===== src/verilog/sfcf_pkg.sv =====
// constants, opcode table and decode functions for the serial flash command framer
package sfcf_pkg;

    // ==========================================================
    // timing
    localparam int unsigned SYS_CLK_HZ = 10_000_000;
    localparam int unsigned SELECT_DELAY_MS = 1;
    localparam int unsigned WRITE_INHIBIT_MS = 20;
    // least time: round up to whole cycles
    localparam int unsigned SELECT_DELAY_CYC = (SELECT_DELAY_MS * SYS_CLK_HZ + 999) / 1000;
    // longest time: round down
    localparam int unsigned WRITE_INHIBIT_CYC = (WRITE_INHIBIT_MS * SYS_CLK_HZ) / 1000;

    // ==========================================================
    // frame layout
    localparam int unsigned OP_W = 8;
    localparam int unsigned ADDR_W = 24;
    localparam int unsigned PAGE_W = 9;
    localparam int unsigned COL_W = 9;
    localparam int unsigned PAGE_MSB = 17;
    localparam int unsigned PAGE_LSB = 9;
    localparam int unsigned COL_MSB = 8;
    localparam int unsigned COL_LSB = 0;
    localparam int unsigned BLOCK_KEEP = 5;
    localparam int unsigned PAGE_BYTES = 264;
    localparam int unsigned CNT_W = 6;
    localparam logic [CNT_W-1:0] LAST_OP_BIT = 6'h07;
    localparam logic [CNT_W-1:0] LAST_ADDR_BIT = 6'h17;
    localparam logic [2:0] LAST_DATA_BIT = 3'h7;

    // ==========================================================
    // pin reset levels: select seen low and clock high until the pins are sampled
    localparam logic CS_SYNC_RST = 1'b1;
    localparam logic SCK_SYNC_RST = 1'b1;
    localparam logic SI_SYNC_RST = 1'b0;

    // ==========================================================
    // opcodes
    localparam logic [7:0] OP_READ_PAGE = 8'h03;
    localparam logic [7:0] OP_READ_FAST = 8'h0b;
    localparam logic [7:0] OP_BLOCK_ERASE = 8'h50;
    localparam logic [7:0] OP_PAGE_TO_BUF = 8'h53;
    localparam logic [7:0] OP_AUTO_REWRITE = 8'h58;
    localparam logic [7:0] OP_PAGE_COMPARE = 8'h60;
    localparam logic [7:0] OP_READ_SECURITY = 8'h77;
    localparam logic [7:0] OP_FREE_ADDR_7C = 8'h7c;
    localparam logic [7:0] OP_PAGE_ERASE = 8'h81;
    localparam logic [7:0] OP_WRITE_THROUGH = 8'h82;
    localparam logic [7:0] OP_BUF_TO_PAGE_ERASE = 8'h83;
    localparam logic [7:0] OP_BUF_WRITE = 8'h84;
    localparam logic [7:0] OP_BUF_TO_PAGE = 8'h88;
    localparam logic [7:0] OP_READ_ID = 8'h9f;
    localparam logic [7:0] OP_DEEP_SLEEP = 8'hb9;
    localparam logic [7:0] OP_WAKE = 8'hab;
    localparam logic [7:0] OP_BUF_READ_SLOW = 8'hd1;
    localparam logic [7:0] OP_READ_DIRECT = 8'hd2;
    localparam logic [7:0] OP_BUF_READ = 8'hd4;
    localparam logic [7:0] OP_STATUS = 8'hd7;
    localparam logic [7:0] OP_READ_CONT = 8'he8;

    typedef enum logic [2:0] {
        AK_NONE = 3'b000,
        AK_FULL = 3'b001,
        AK_PAGE = 3'b010,
        AK_COL = 3'b011,
        AK_BLOCK = 3'b100,
        AK_IGNORED = 3'b101
    } sfcf_addr_kind_t;

    // ==========================================================
    // decode
    function automatic sfcf_addr_kind_t sfcf_addr_kind(input logic [7:0] op);
        case (op)
            OP_READ_PAGE, OP_READ_FAST, OP_WRITE_THROUGH, OP_READ_DIRECT, OP_READ_CONT: sfcf_addr_kind = AK_FULL;
            OP_BLOCK_ERASE: sfcf_addr_kind = AK_BLOCK;
            OP_PAGE_TO_BUF, OP_AUTO_REWRITE, OP_PAGE_COMPARE, OP_PAGE_ERASE, OP_BUF_TO_PAGE_ERASE,
            OP_BUF_TO_PAGE: sfcf_addr_kind = AK_PAGE;
            OP_BUF_WRITE, OP_BUF_READ_SLOW, OP_BUF_READ: sfcf_addr_kind = AK_COL;
            OP_READ_SECURITY, OP_FREE_ADDR_7C: sfcf_addr_kind = AK_IGNORED;
            default: sfcf_addr_kind = AK_NONE;
        endcase
    endfunction : sfcf_addr_kind

    function automatic logic [2:0] sfcf_dummy_bytes(input logic [7:0] op);
        case (op)
            OP_READ_FAST, OP_BUF_READ: sfcf_dummy_bytes = 3'h1;
            OP_READ_DIRECT, OP_READ_CONT: sfcf_dummy_bytes = 3'h4;
            default: sfcf_dummy_bytes = 3'h0;
        endcase
    endfunction : sfcf_dummy_bytes

    function automatic logic sfcf_is_read(input logic [7:0] op);
        case (op)
            OP_READ_PAGE, OP_READ_FAST, OP_READ_SECURITY, OP_READ_ID, OP_BUF_READ_SLOW, OP_READ_DIRECT,
            OP_BUF_READ, OP_STATUS, OP_READ_CONT: sfcf_is_read = 1'b1;
            default: sfcf_is_read = 1'b0;
        endcase
    endfunction : sfcf_is_read

    function automatic logic sfcf_takes_data(input logic [7:0] op);
        sfcf_takes_data = (op == OP_BUF_WRITE) || (op == OP_WRITE_THROUGH);
    endfunction : sfcf_takes_data

endpackage : sfcf_pkg


===== src/verilog/sfcf_link_if.sv =====
// internal carrier between the pin sampler, the framer and the output shifter
`timescale 1ns/1ns
interface sfcf_link_if;
    logic csLow;
    logic csFall;
    logic csRise;
    logic sckHigh;
    logic sckRise;
    logic sckFall;
    logic siBit;
    logic load;
    logic [7:0] loadByte;

    modport pins (output csLow, output csFall, output csRise, output sckHigh, output sckRise, output sckFall,
        output siBit);
    modport frame (input csLow, input csFall, input csRise, input sckHigh, input sckRise, input siBit,
        output load, output loadByte);
    modport shift (input csLow, input csRise, input sckRise, input sckFall, input load, input loadByte);
endinterface : sfcf_link_if


===== src/verilog/sfcf_pin_sync.sv =====
// two-flop synchronisers and edge detection for the serial pins
`timescale 1ns/1ns
module sfcf_pin_sync (
    input wire logic sys_clk,
    input wire logic sys_rst,
    input wire logic chipSelN,
    input wire logic serClk,
    input wire logic serIn,
    sfcf_link_if.pins link
);
    import sfcf_pkg::*;

    // ==========================================================
    // state
    typedef struct packed {
        logic [2:0] meta;
        logic [2:0] sync;
        logic csLowPrev;
        logic sckPrev;
    } sfcf_sync_t;

    // select resets as low: a select already low at release is no falling edge
    localparam sfcf_sync_t SYNC_RST = '{
        meta: {CS_SYNC_RST, SCK_SYNC_RST, SI_SYNC_RST},
        sync: {CS_SYNC_RST, SCK_SYNC_RST, SI_SYNC_RST},
        csLowPrev: 1'b1,
        sckPrev: SCK_SYNC_RST
    };

    sfcf_sync_t q;
    sfcf_sync_t d;

    always_comb begin
        d = q;
        d.meta = {~chipSelN, serClk, serIn};
        d.sync = q.meta;
        d.csLowPrev = q.sync[2];
        d.sckPrev = q.sync[1];
    end

    always_ff @(posedge sys_clk or posedge sys_rst) begin
        if (sys_rst) begin
            q <= SYNC_RST;
        end else begin
            q <= d;
        end
    end

    // ==========================================================
    // edges, taken only from the second stage onward
    assign link.csLow = q.sync[2];
    assign link.csFall = q.sync[2] & ~q.csLowPrev;
    assign link.csRise = ~q.sync[2] & q.csLowPrev;
    assign link.sckHigh = q.sync[1];
    assign link.sckRise = q.sync[1] & ~q.sckPrev;
    assign link.sckFall = ~q.sync[1] & q.sckPrev;
    assign link.siBit = q.sync[0];
endmodule : sfcf_pin_sync


===== src/verilog/sfcf_out_shift.sv =====
// serial output shifter: drives read data msb first; a loaded byte appears at once, later bits change on the falling clock
`timescale 1ns/1ns
module sfcf_out_shift (
    input wire logic sys_clk,
    input wire logic sys_rst,
    sfcf_link_if.shift link,
    output logic serOut,
    output logic serOutEnN
);
    import sfcf_pkg::*;

    // ==========================================================
    // state
    typedef struct packed {
        logic [7:0] sh;
        logic armed;
        logic drive;
    } sfcf_shift_t;

    sfcf_shift_t q;
    sfcf_shift_t d;

    always_comb begin
        d = q;
        if (link.load) begin
            // a fresh byte puts its msb out at once; the host samples it on the next rise
            d.sh = link.loadByte;
            d.armed = 1'b0;
            d.drive = 1'b1;
        end else if (link.sckRise) begin
            d.armed = 1'b1;
        end else if (link.sckFall && q.armed) begin
            d.sh = {q.sh[6:0], 1'b0};
            d.armed = 1'b0;
        end
        if (link.csRise || !link.csLow) begin
            d.drive = 1'b0;
            d.armed = 1'b0;
        end
    end

    always_ff @(posedge sys_clk or posedge sys_rst) begin
        if (sys_rst) begin
            q <= '0;
        end else begin
            q <= d;
        end
    end

    assign serOut = q.sh[7];
    assign serOutEnN = ~q.drive;
endmodule : sfcf_out_shift


===== src/verilog/sfcf_frame.sv =====
// serial flash command framer: opcode, address and dummy framing, power-on state
// ==========================================================
`timescale 1ns/1ns
module sfcf_frame #(
    parameter int unsigned SELECT_DELAY = sfcf_pkg::SELECT_DELAY_CYC,
    parameter int unsigned WRITE_INHIBIT = sfcf_pkg::WRITE_INHIBIT_CYC
) (
    input wire logic sys_clk,
    input wire logic sys_rst,
    input wire logic chipSelN,
    input wire logic serClk,
    input wire logic serIn,
    output logic serOut,
    output logic serOutEnN,
    output logic cmdValid,
    output logic [7:0] cmdOpcode,
    output logic [sfcf_pkg::PAGE_W-1:0] cmdPage,
    output logic [sfcf_pkg::COL_W-1:0] cmdByte,
    input wire logic [7:0] rdByte,
    output logic rdTake,
    output logic wrValid,
    output logic [7:0] wrByte,
    output logic spiMode3,
    output logic deepPowerDown,
    output logic standby,
    output logic selectAllowed,
    output logic writeAllowed
);
    import sfcf_pkg::*;

    localparam int unsigned SEL_W = $clog2(SELECT_DELAY + 1);
    localparam int unsigned WRI_W = $clog2(WRITE_INHIBIT + 1);
    localparam logic [SEL_W-1:0] SEL_LAST = SEL_W'(SELECT_DELAY);
    localparam logic [WRI_W-1:0] WRI_LAST = WRI_W'(WRITE_INHIBIT);

    // ==========================================================
    // state
    typedef enum logic [2:0] {
        ST_IDLE = 3'b000,
        ST_OPCODE = 3'b001,
        ST_ADDR = 3'b010,
        ST_DUMMY = 3'b011,
        ST_DATA = 3'b100,
        ST_IGNORE = 3'b101
    } sfcf_state_t;

    typedef struct packed {
        sfcf_state_t st;
        logic [CNT_W-1:0] bitCnt;
        logic [2:0] dummyLeft;
        logic [2:0] dataBit;
        logic [7:0] opc;
        logic [ADDR_W-1:0] addr;
        logic mode3;
        logic dpd;
        logic sleepPend;
        logic wakePend;
        logic cmdValid;
        logic [7:0] cmdOpc;
        logic [PAGE_W-1:0] cmdPage;
        logic [COL_W-1:0] cmdCol;
        logic load;
        logic rdTake;
        logic wrValid;
        logic [7:0] wrSh;
        logic [7:0] wrByte;
        logic [SEL_W-1:0] selCnt;
        logic [WRI_W-1:0] wriCnt;
    } sfcf_frame_t;

    sfcf_frame_t q;
    sfcf_frame_t d;

    sfcf_link_if link ();

    sfcf_pin_sync u_sync (
        .sys_clk(sys_clk),
        .sys_rst(sys_rst),
        .chipSelN(chipSelN),
        .serClk(serClk),
        .serIn(serIn),
        .link(link.pins)
    );

    sfcf_out_shift u_shift (
        .sys_clk(sys_clk),
        .sys_rst(sys_rst),
        .link(link.shift),
        .serOut(serOut),
        .serOutEnN(serOutEnN)
    );

    // ==========================================================
    // helpers
    logic [7:0] opNext;
    logic [ADDR_W-1:0] addrNext;
    sfcf_addr_kind_t kind;
    logic [PAGE_W-1:0] pageField;
    logic [COL_W-1:0] colField;

    assign opNext = {q.opc[6:0], link.siBit};
    assign addrNext = {q.addr[ADDR_W-2:0], link.siBit};
    assign kind = sfcf_addr_kind(q.opc);
    assign pageField = addrNext[PAGE_MSB:PAGE_LSB];
    assign colField = addrNext[COL_MSB:COL_LSB];

    // ==========================================================
    // framing
    always_comb begin
        d = q;
        d.cmdValid = 1'b0;
        d.load = 1'b0;
        d.rdTake = 1'b0;
        d.wrValid = 1'b0;
        // power-on timers only report; honouring them is up to the host
        if (q.selCnt != SEL_LAST) begin
            d.selCnt = q.selCnt + SEL_W'(1);
        end
        if (q.wriCnt != WRI_LAST) begin
            d.wriCnt = q.wriCnt + WRI_W'(1);
        end
        if (link.csRise) begin
            // frames cut before cmdValid are simply dropped; one cut in the dummy or data bytes has already issued its command
            if (q.sleepPend) begin
                d.dpd = 1'b1;
            end
            if (q.wakePend) begin
                d.dpd = 1'b0;
            end
            d.sleepPend = 1'b0;
            d.wakePend = 1'b0;
            d.st = ST_IDLE;
        end else if (link.csFall && q.st == ST_IDLE) begin
            d.mode3 = link.sckHigh;
            d.st = ST_OPCODE;
            d.bitCnt = '0;
        end else if (link.sckRise && link.csLow) begin
            case (q.st)
                ST_OPCODE: begin
                    d.opc = opNext;
                    d.bitCnt = q.bitCnt + CNT_W'(1);
                    if (q.bitCnt == LAST_OP_BIT) begin
                        d.bitCnt = '0;
                        d.dummyLeft = sfcf_dummy_bytes(opNext);
                        d.dataBit = '0;
                        if (q.dpd && opNext != OP_WAKE) begin
                            d.st = ST_IGNORE;
                        end else if (sfcf_addr_kind(opNext) != AK_NONE) begin
                            d.st = ST_ADDR;
                        end else begin
                            // no address bytes follow these opcodes
                            d.cmdValid = 1'b1;
                            d.cmdOpc = opNext;
                            d.cmdPage = '0;
                            d.cmdCol = '0;
                            d.sleepPend = (opNext == OP_DEEP_SLEEP);
                            d.wakePend = (opNext == OP_WAKE);
                            if (sfcf_is_read(opNext)) begin
                                d.st = ST_DATA;
                                d.load = 1'b1;
                                d.rdTake = 1'b1;
                            end else begin
                                d.st = ST_IGNORE;
                            end
                        end
                    end
                end
                ST_ADDR: begin
                    d.addr = addrNext;
                    d.bitCnt = q.bitCnt + CNT_W'(1);
                    if (q.bitCnt == LAST_ADDR_BIT) begin
                        d.bitCnt = '0;
                        d.cmdValid = 1'b1;
                        d.cmdOpc = q.opc;
                        d.cmdPage = pageField;
                        d.cmdCol = colField;
                        case (kind)
                            AK_BLOCK: begin
                                d.cmdPage = {pageField[PAGE_W-1 -: BLOCK_KEEP], (PAGE_W-BLOCK_KEEP)'(0)};
                                d.cmdCol = '0;
                            end
                            AK_PAGE: d.cmdCol = '0;
                            AK_COL: d.cmdPage = '0;
                            AK_IGNORED: begin
                                d.cmdPage = '0;
                                d.cmdCol = '0;
                            end
                            default: begin
                                d.cmdPage = pageField;
                                d.cmdCol = colField;
                            end
                        endcase
                        if (q.dummyLeft != 3'h0) begin
                            d.st = ST_DUMMY;
                        end else if (sfcf_is_read(q.opc)) begin
                            d.st = ST_DATA;
                            d.load = 1'b1;
                            d.rdTake = 1'b1;
                        end else if (sfcf_takes_data(q.opc)) begin
                            d.st = ST_DATA;
                        end else begin
                            d.st = ST_IGNORE;
                        end
                    end
                end
                ST_DUMMY: begin
                    d.bitCnt = q.bitCnt + CNT_W'(1);
                    if (q.bitCnt == LAST_OP_BIT) begin
                        d.bitCnt = '0;
                        d.dummyLeft = q.dummyLeft - 3'h1;
                        if (q.dummyLeft == 3'h1) begin
                            d.st = ST_DATA;
                            d.load = 1'b1;
                            d.rdTake = 1'b1;
                        end
                    end
                end
                ST_DATA: begin
                    d.dataBit = q.dataBit + 3'h1;
                    d.wrSh = {q.wrSh[6:0], link.siBit};
                    if (q.dataBit == LAST_DATA_BIT) begin
                        if (sfcf_is_read(q.opc)) begin
                            d.load = 1'b1;
                            d.rdTake = 1'b1;
                        end else begin
                            d.wrValid = 1'b1;
                            d.wrByte = {q.wrSh[6:0], link.siBit};
                        end
                    end
                end
                ST_IDLE, ST_IGNORE: begin
                    d.st = q.st;
                end
                default: d.st = ST_IDLE;
            endcase
        end
    end

    // ==========================================================
    // registers: reset holds every operation off
    always_ff @(posedge sys_clk or posedge sys_rst) begin
        if (sys_rst) begin
            q <= '0;
            q.st <= ST_IDLE;
            q.mode3 <= 1'b1;
        end else begin
            q <= d;
        end
    end

    assign link.load = q.load;
    assign link.loadByte = rdByte;

    // ==========================================================
    // outputs
    assign cmdValid = q.cmdValid;
    assign cmdOpcode = q.cmdOpc;
    assign cmdPage = q.cmdPage;
    assign cmdByte = q.cmdCol;
    assign rdTake = q.rdTake;
    assign wrValid = q.wrValid;
    assign wrByte = q.wrByte;
    assign spiMode3 = q.mode3;
    assign deepPowerDown = q.dpd;
    assign standby = (q.st == ST_IDLE) && !q.dpd;
    assign selectAllowed = (q.selCnt == SEL_LAST);
    assign writeAllowed = (q.wriCnt == WRI_LAST);
endmodule : sfcf_frame


===== config.mk =====
export PLATFORM = sky130hd
export DESIGN_NAME = sfcf_frame
export DESIGN_NICKNAME = d
export VERILOG_FILES = /design/src/verilog/sfcf_pkg.sv /design/src/verilog/sfcf_link_if.sv /design/src/verilog/sfcf_pin_sync.sv /design/src/verilog/sfcf_out_shift.sv /design/src/verilog/sfcf_frame.sv
export SDC_FILE = /design/constraint.sdc
export NUM_CORES = 1
export LEC_CHECK = 0
export ABC_CLOCK_PERIOD_IN_PS = 6360
export BUFFER_PORTS_ARGS = -buffer_cell sky130_fd_sc_hd__buf_2
export CAP_MARGIN = 25
export CORE_UTILIZATION = 50
export CTS_CLUSTER_SIZE = 14
export DETAILED_ROUTE_END_ITERATION = 10
export PLACE_DENSITY_LB_ADDON = 0.05
export SLEW_MARGIN = 40
export SYNTH_ARGS = -nofsm -noshare
export SYNTH_HDL_FRONTEND = slang
export SYNTH_SLANG_ARGS = --single-unit

===== constraint.sdc =====
create_clock -name sys_clk -period 6.36 [get_ports sys_clk]
set_input_delay 1.272 -clock sys_clk [delete_from_list [all_inputs] [get_ports sys_clk]]
set_output_delay 1.272 -clock sys_clk [all_outputs]
set_load 0.02 [all_outputs]

==> impl_metrics.ini <==
[status]
status = completed

[critical_path]
cpPeakStageDelay_ns = 0.42
crit_cells = 6
worstPathMaxFanout = 4
arrival_ns = 1.91
cp-start-kind = register
crit_type = register to output pin
required_ns = 5.09
setup.worst_path.start = q[0]$_DFFE_PP0N_
crit_chain = inv_1, ha_1, nor4b_1, nand4_1, nor3_1, buf_2
worstSetupEndpointType = output pin
crit_family = simple AND/OR/NAND/NOR gates
cp.buffers_inverters = 2
r2r_cells = 6
cp_slowest_cell = dfrtp_1
timing.rr.start = q[127]$_DFFE_PP0P_

[power]
peakVddDrop_uv = 224
p_leak_nw = 3.55
power.density_nw_per_um2 = 262

[clock_tree]
clock_sinks = 138
cts.clk_slew.worst_paths_ns = 0.06
tritoncts = built
cts_max_level = 4
insertion_delay_ns = 0.42
root_buffer = clkbuf_16
cts_hold_buffers = 0
post-cts-setup-buffers = 0
ctsLongestPathBuffers = 2
cts_resized = 0
numCtsBuffers = 17

[cells_and_area]
diodes = 0
layout_common_cells = 130 x dfrtp_1, 56 x buf_2, 43 x nand2_1, 39 x mux2_2, 29 x o21ai_0
nNetsFinal = 665
layout_commonest_cell = dfrtp_1
utilization_pct = 57.0
drive_gt1_share_pct = 23.5
stdcell_area_sq_um = 7640
area_growth_pct = 10.3

[global_routing]
grt_use_met2_pct = 31.8
grt_pass1_vias = 4650
grt_use_met1_pct = 30.2
antenna_found_initial = 0
grt_max_degree = 84
grt_pass1_wl_um = 23900
overflow = 0
met3_usage_pct = 5.28
top_usage_layer = met2
grt_usage_pct = 21.2

[yosys]
synth_top_family_by_area = simple AND/OR/NAND/NOR gates
async_flop_share_pct = 100
synthCells = 630
ys_types = 71
synth.mux.area_fraction_pct = 7.94
synth_simple_gate_area_share_pct = 17.3
synthFlopType = dfrtp_1
synth.cell_area_sq_um = 6930
ys_seq_area_share_pct = 50.0
synth_compound_area_share_pct = 11.7
syn-num-nets = 653
synth_seq_cells = 138
synth_xor_area_share_pct = 4.30
synth_edf_count = 0
yosysWarnings = 0
syn_avg_cell_area_sq_um = 11.0
synthAdderAreaFrac_pct = 1.95

[sta]
slew-limit-headroom_pct = 43.0
setup_viol = 0
skew_ns = 0.00774
fin_crit_ns = 3.18
tightest_slew_ns = 0.855
finalMaxSlewViolations = 0
hold_viol = 0
timing.final.crit_share_pct = 50.1
fmax_mhz = 314
final.setup.tns_ns = 0
rsz0062_at_grt = no

[worst_hold_path]
min_from = u_sync.d[4]$_DFF_PP1_
min_path_cells = 0
hp-class = register to register

[detailed_routing]
remaining_drc_errors = 0
wl_um = 14000
dr.pass1.iters = 5
ant_nets = 0
vias = 4749
wl_per_cell_um = 16.8
vias_per_cell = 5.71
drt_iter0_markers = 313

[place]
port_buffers = 56
dp_hpwl_um = 9270
placed_area_sq_um = 7050
gp_congestion = 0.841

[floorplanning]
design.die.area_sq_um = 14300
start_util_pct = 51.7
rows = 42
chipHeight_um = 120
dieWidth_um = 120
core_sq_um = 13400
io_pins = 57

[job]
cap_violations = 0
layer usage:
metal,share of wire (%),up-vias
met2,47,93
met3,4.1,15
met1,47,2368
met4,1.7,0
met5,0,-
li1,-,2273
worst register-to-register path, stage by stage, from the launching register on:
cell,delay (ns)
dfrtp_1,0.57
nor3b_1,0.49
and3_1,0.51
o211ai_1,0.21
o32a_1,0.42
nor3_1,0.41
a22o_1,0.19
cells by family (layout without fill, tap and decap cells):
group | count (synthesis) | in the layout
and+or+nand+nor | 205 | 205
DFF | 138 | 138
xor gates and xnor gates | 34 | 34
muxes | 50 | 50
buffers and inverters | 84 | 109
adders and majority gates | 11 | 11
AOI/OAI and AO/OA | 108 | 108
state kept, by name (all words and copies together) (netlist names):
register	count
addrNext	17
cmdByte	9
cmdOpcode	8
cmdPage	9
cmdValid	1
deepPowerDown	1
link.load	1
opNext	7
q	57
spiMode3	1
u_shift.q	9
u_shift.serOut	1
u_sync.d	3
u_sync.link.csLow	1
u_sync.link.sckHigh	1
u_sync.link.siBit	1
u_sync.q	2
wrByte	8
wrValid	1
power breakdown:
part	internal, mW	leakage, nW	total [mW]	switching (mW)
combinational	0.0339	1.43	0.0883	0.0544
clock	0.591	0.282	0.976	0.385
sequential	0.899	1.84	0.937	0.0381
cells in the mapped netlist, types with 12 or more instances:
library cell / number / area share (%)
dfrtp_1: 131 / 47
nand2_1: 43 / 2.3
mux2_2: 39 / 6.3
buf_4: 36 / 3.9
o21ai_0: 29 / 2.1
nor2_1: 25 / 1.4
xnor2_1: 25 / 3.2
nand3_1: 21 / 1.5
inv_1: 20 / 1.1
a22o_1: 18 / 2.3
nor3_1: 15 / 1.1
clkbuf_1: 14 / 0.76
and3_1: 12 / 1.1
buf_2: 12 / 0.87
area by class of cell:
cell class	count	area, sq um
clock buffers	19	443
inverters	20	82.6
flip-flops and latches	138	3460
clock inverters	13	144
fillers	1184	5760
repair buffers	57	288
well taps	176	220
multi-input cells	408	3000
worst paths after layout:
| kind | endpoint | slack (ns) |
|---|---|---|
| max | writeAllowed | 3.18 |
| min | u_sync.link.csLow$_DFF_PP1_ | 0.36 |
| max reg2reg | cmdPage[3]$_DFFE_PP0P_ | 3.50 |
| min reg2reg | u_sync.link.csLow$_DFF_PP1_ | 0.36 |
| max in group asynchronous | opNext[6]$_DFFE_PP0P_ | 4.28 |
| min in group asynchronous | q[11]$_DFFE_PP0N_ | 0.94 |
metrics by stage:
stage	hold slack [ns]	cells	setup slack, ns	total power, mW
global placement	0.343	799	3.58	1.04
finish	0.355	831	3.18	2.00
detailed placement	0.343	799	3.55	1.04
global route	0.359	831	3.01	2.08
CTS	0.356	831	3.15	2.02
floorplan	0.331	630	1.40	1.01
Power figures use the tool's default switching activity.
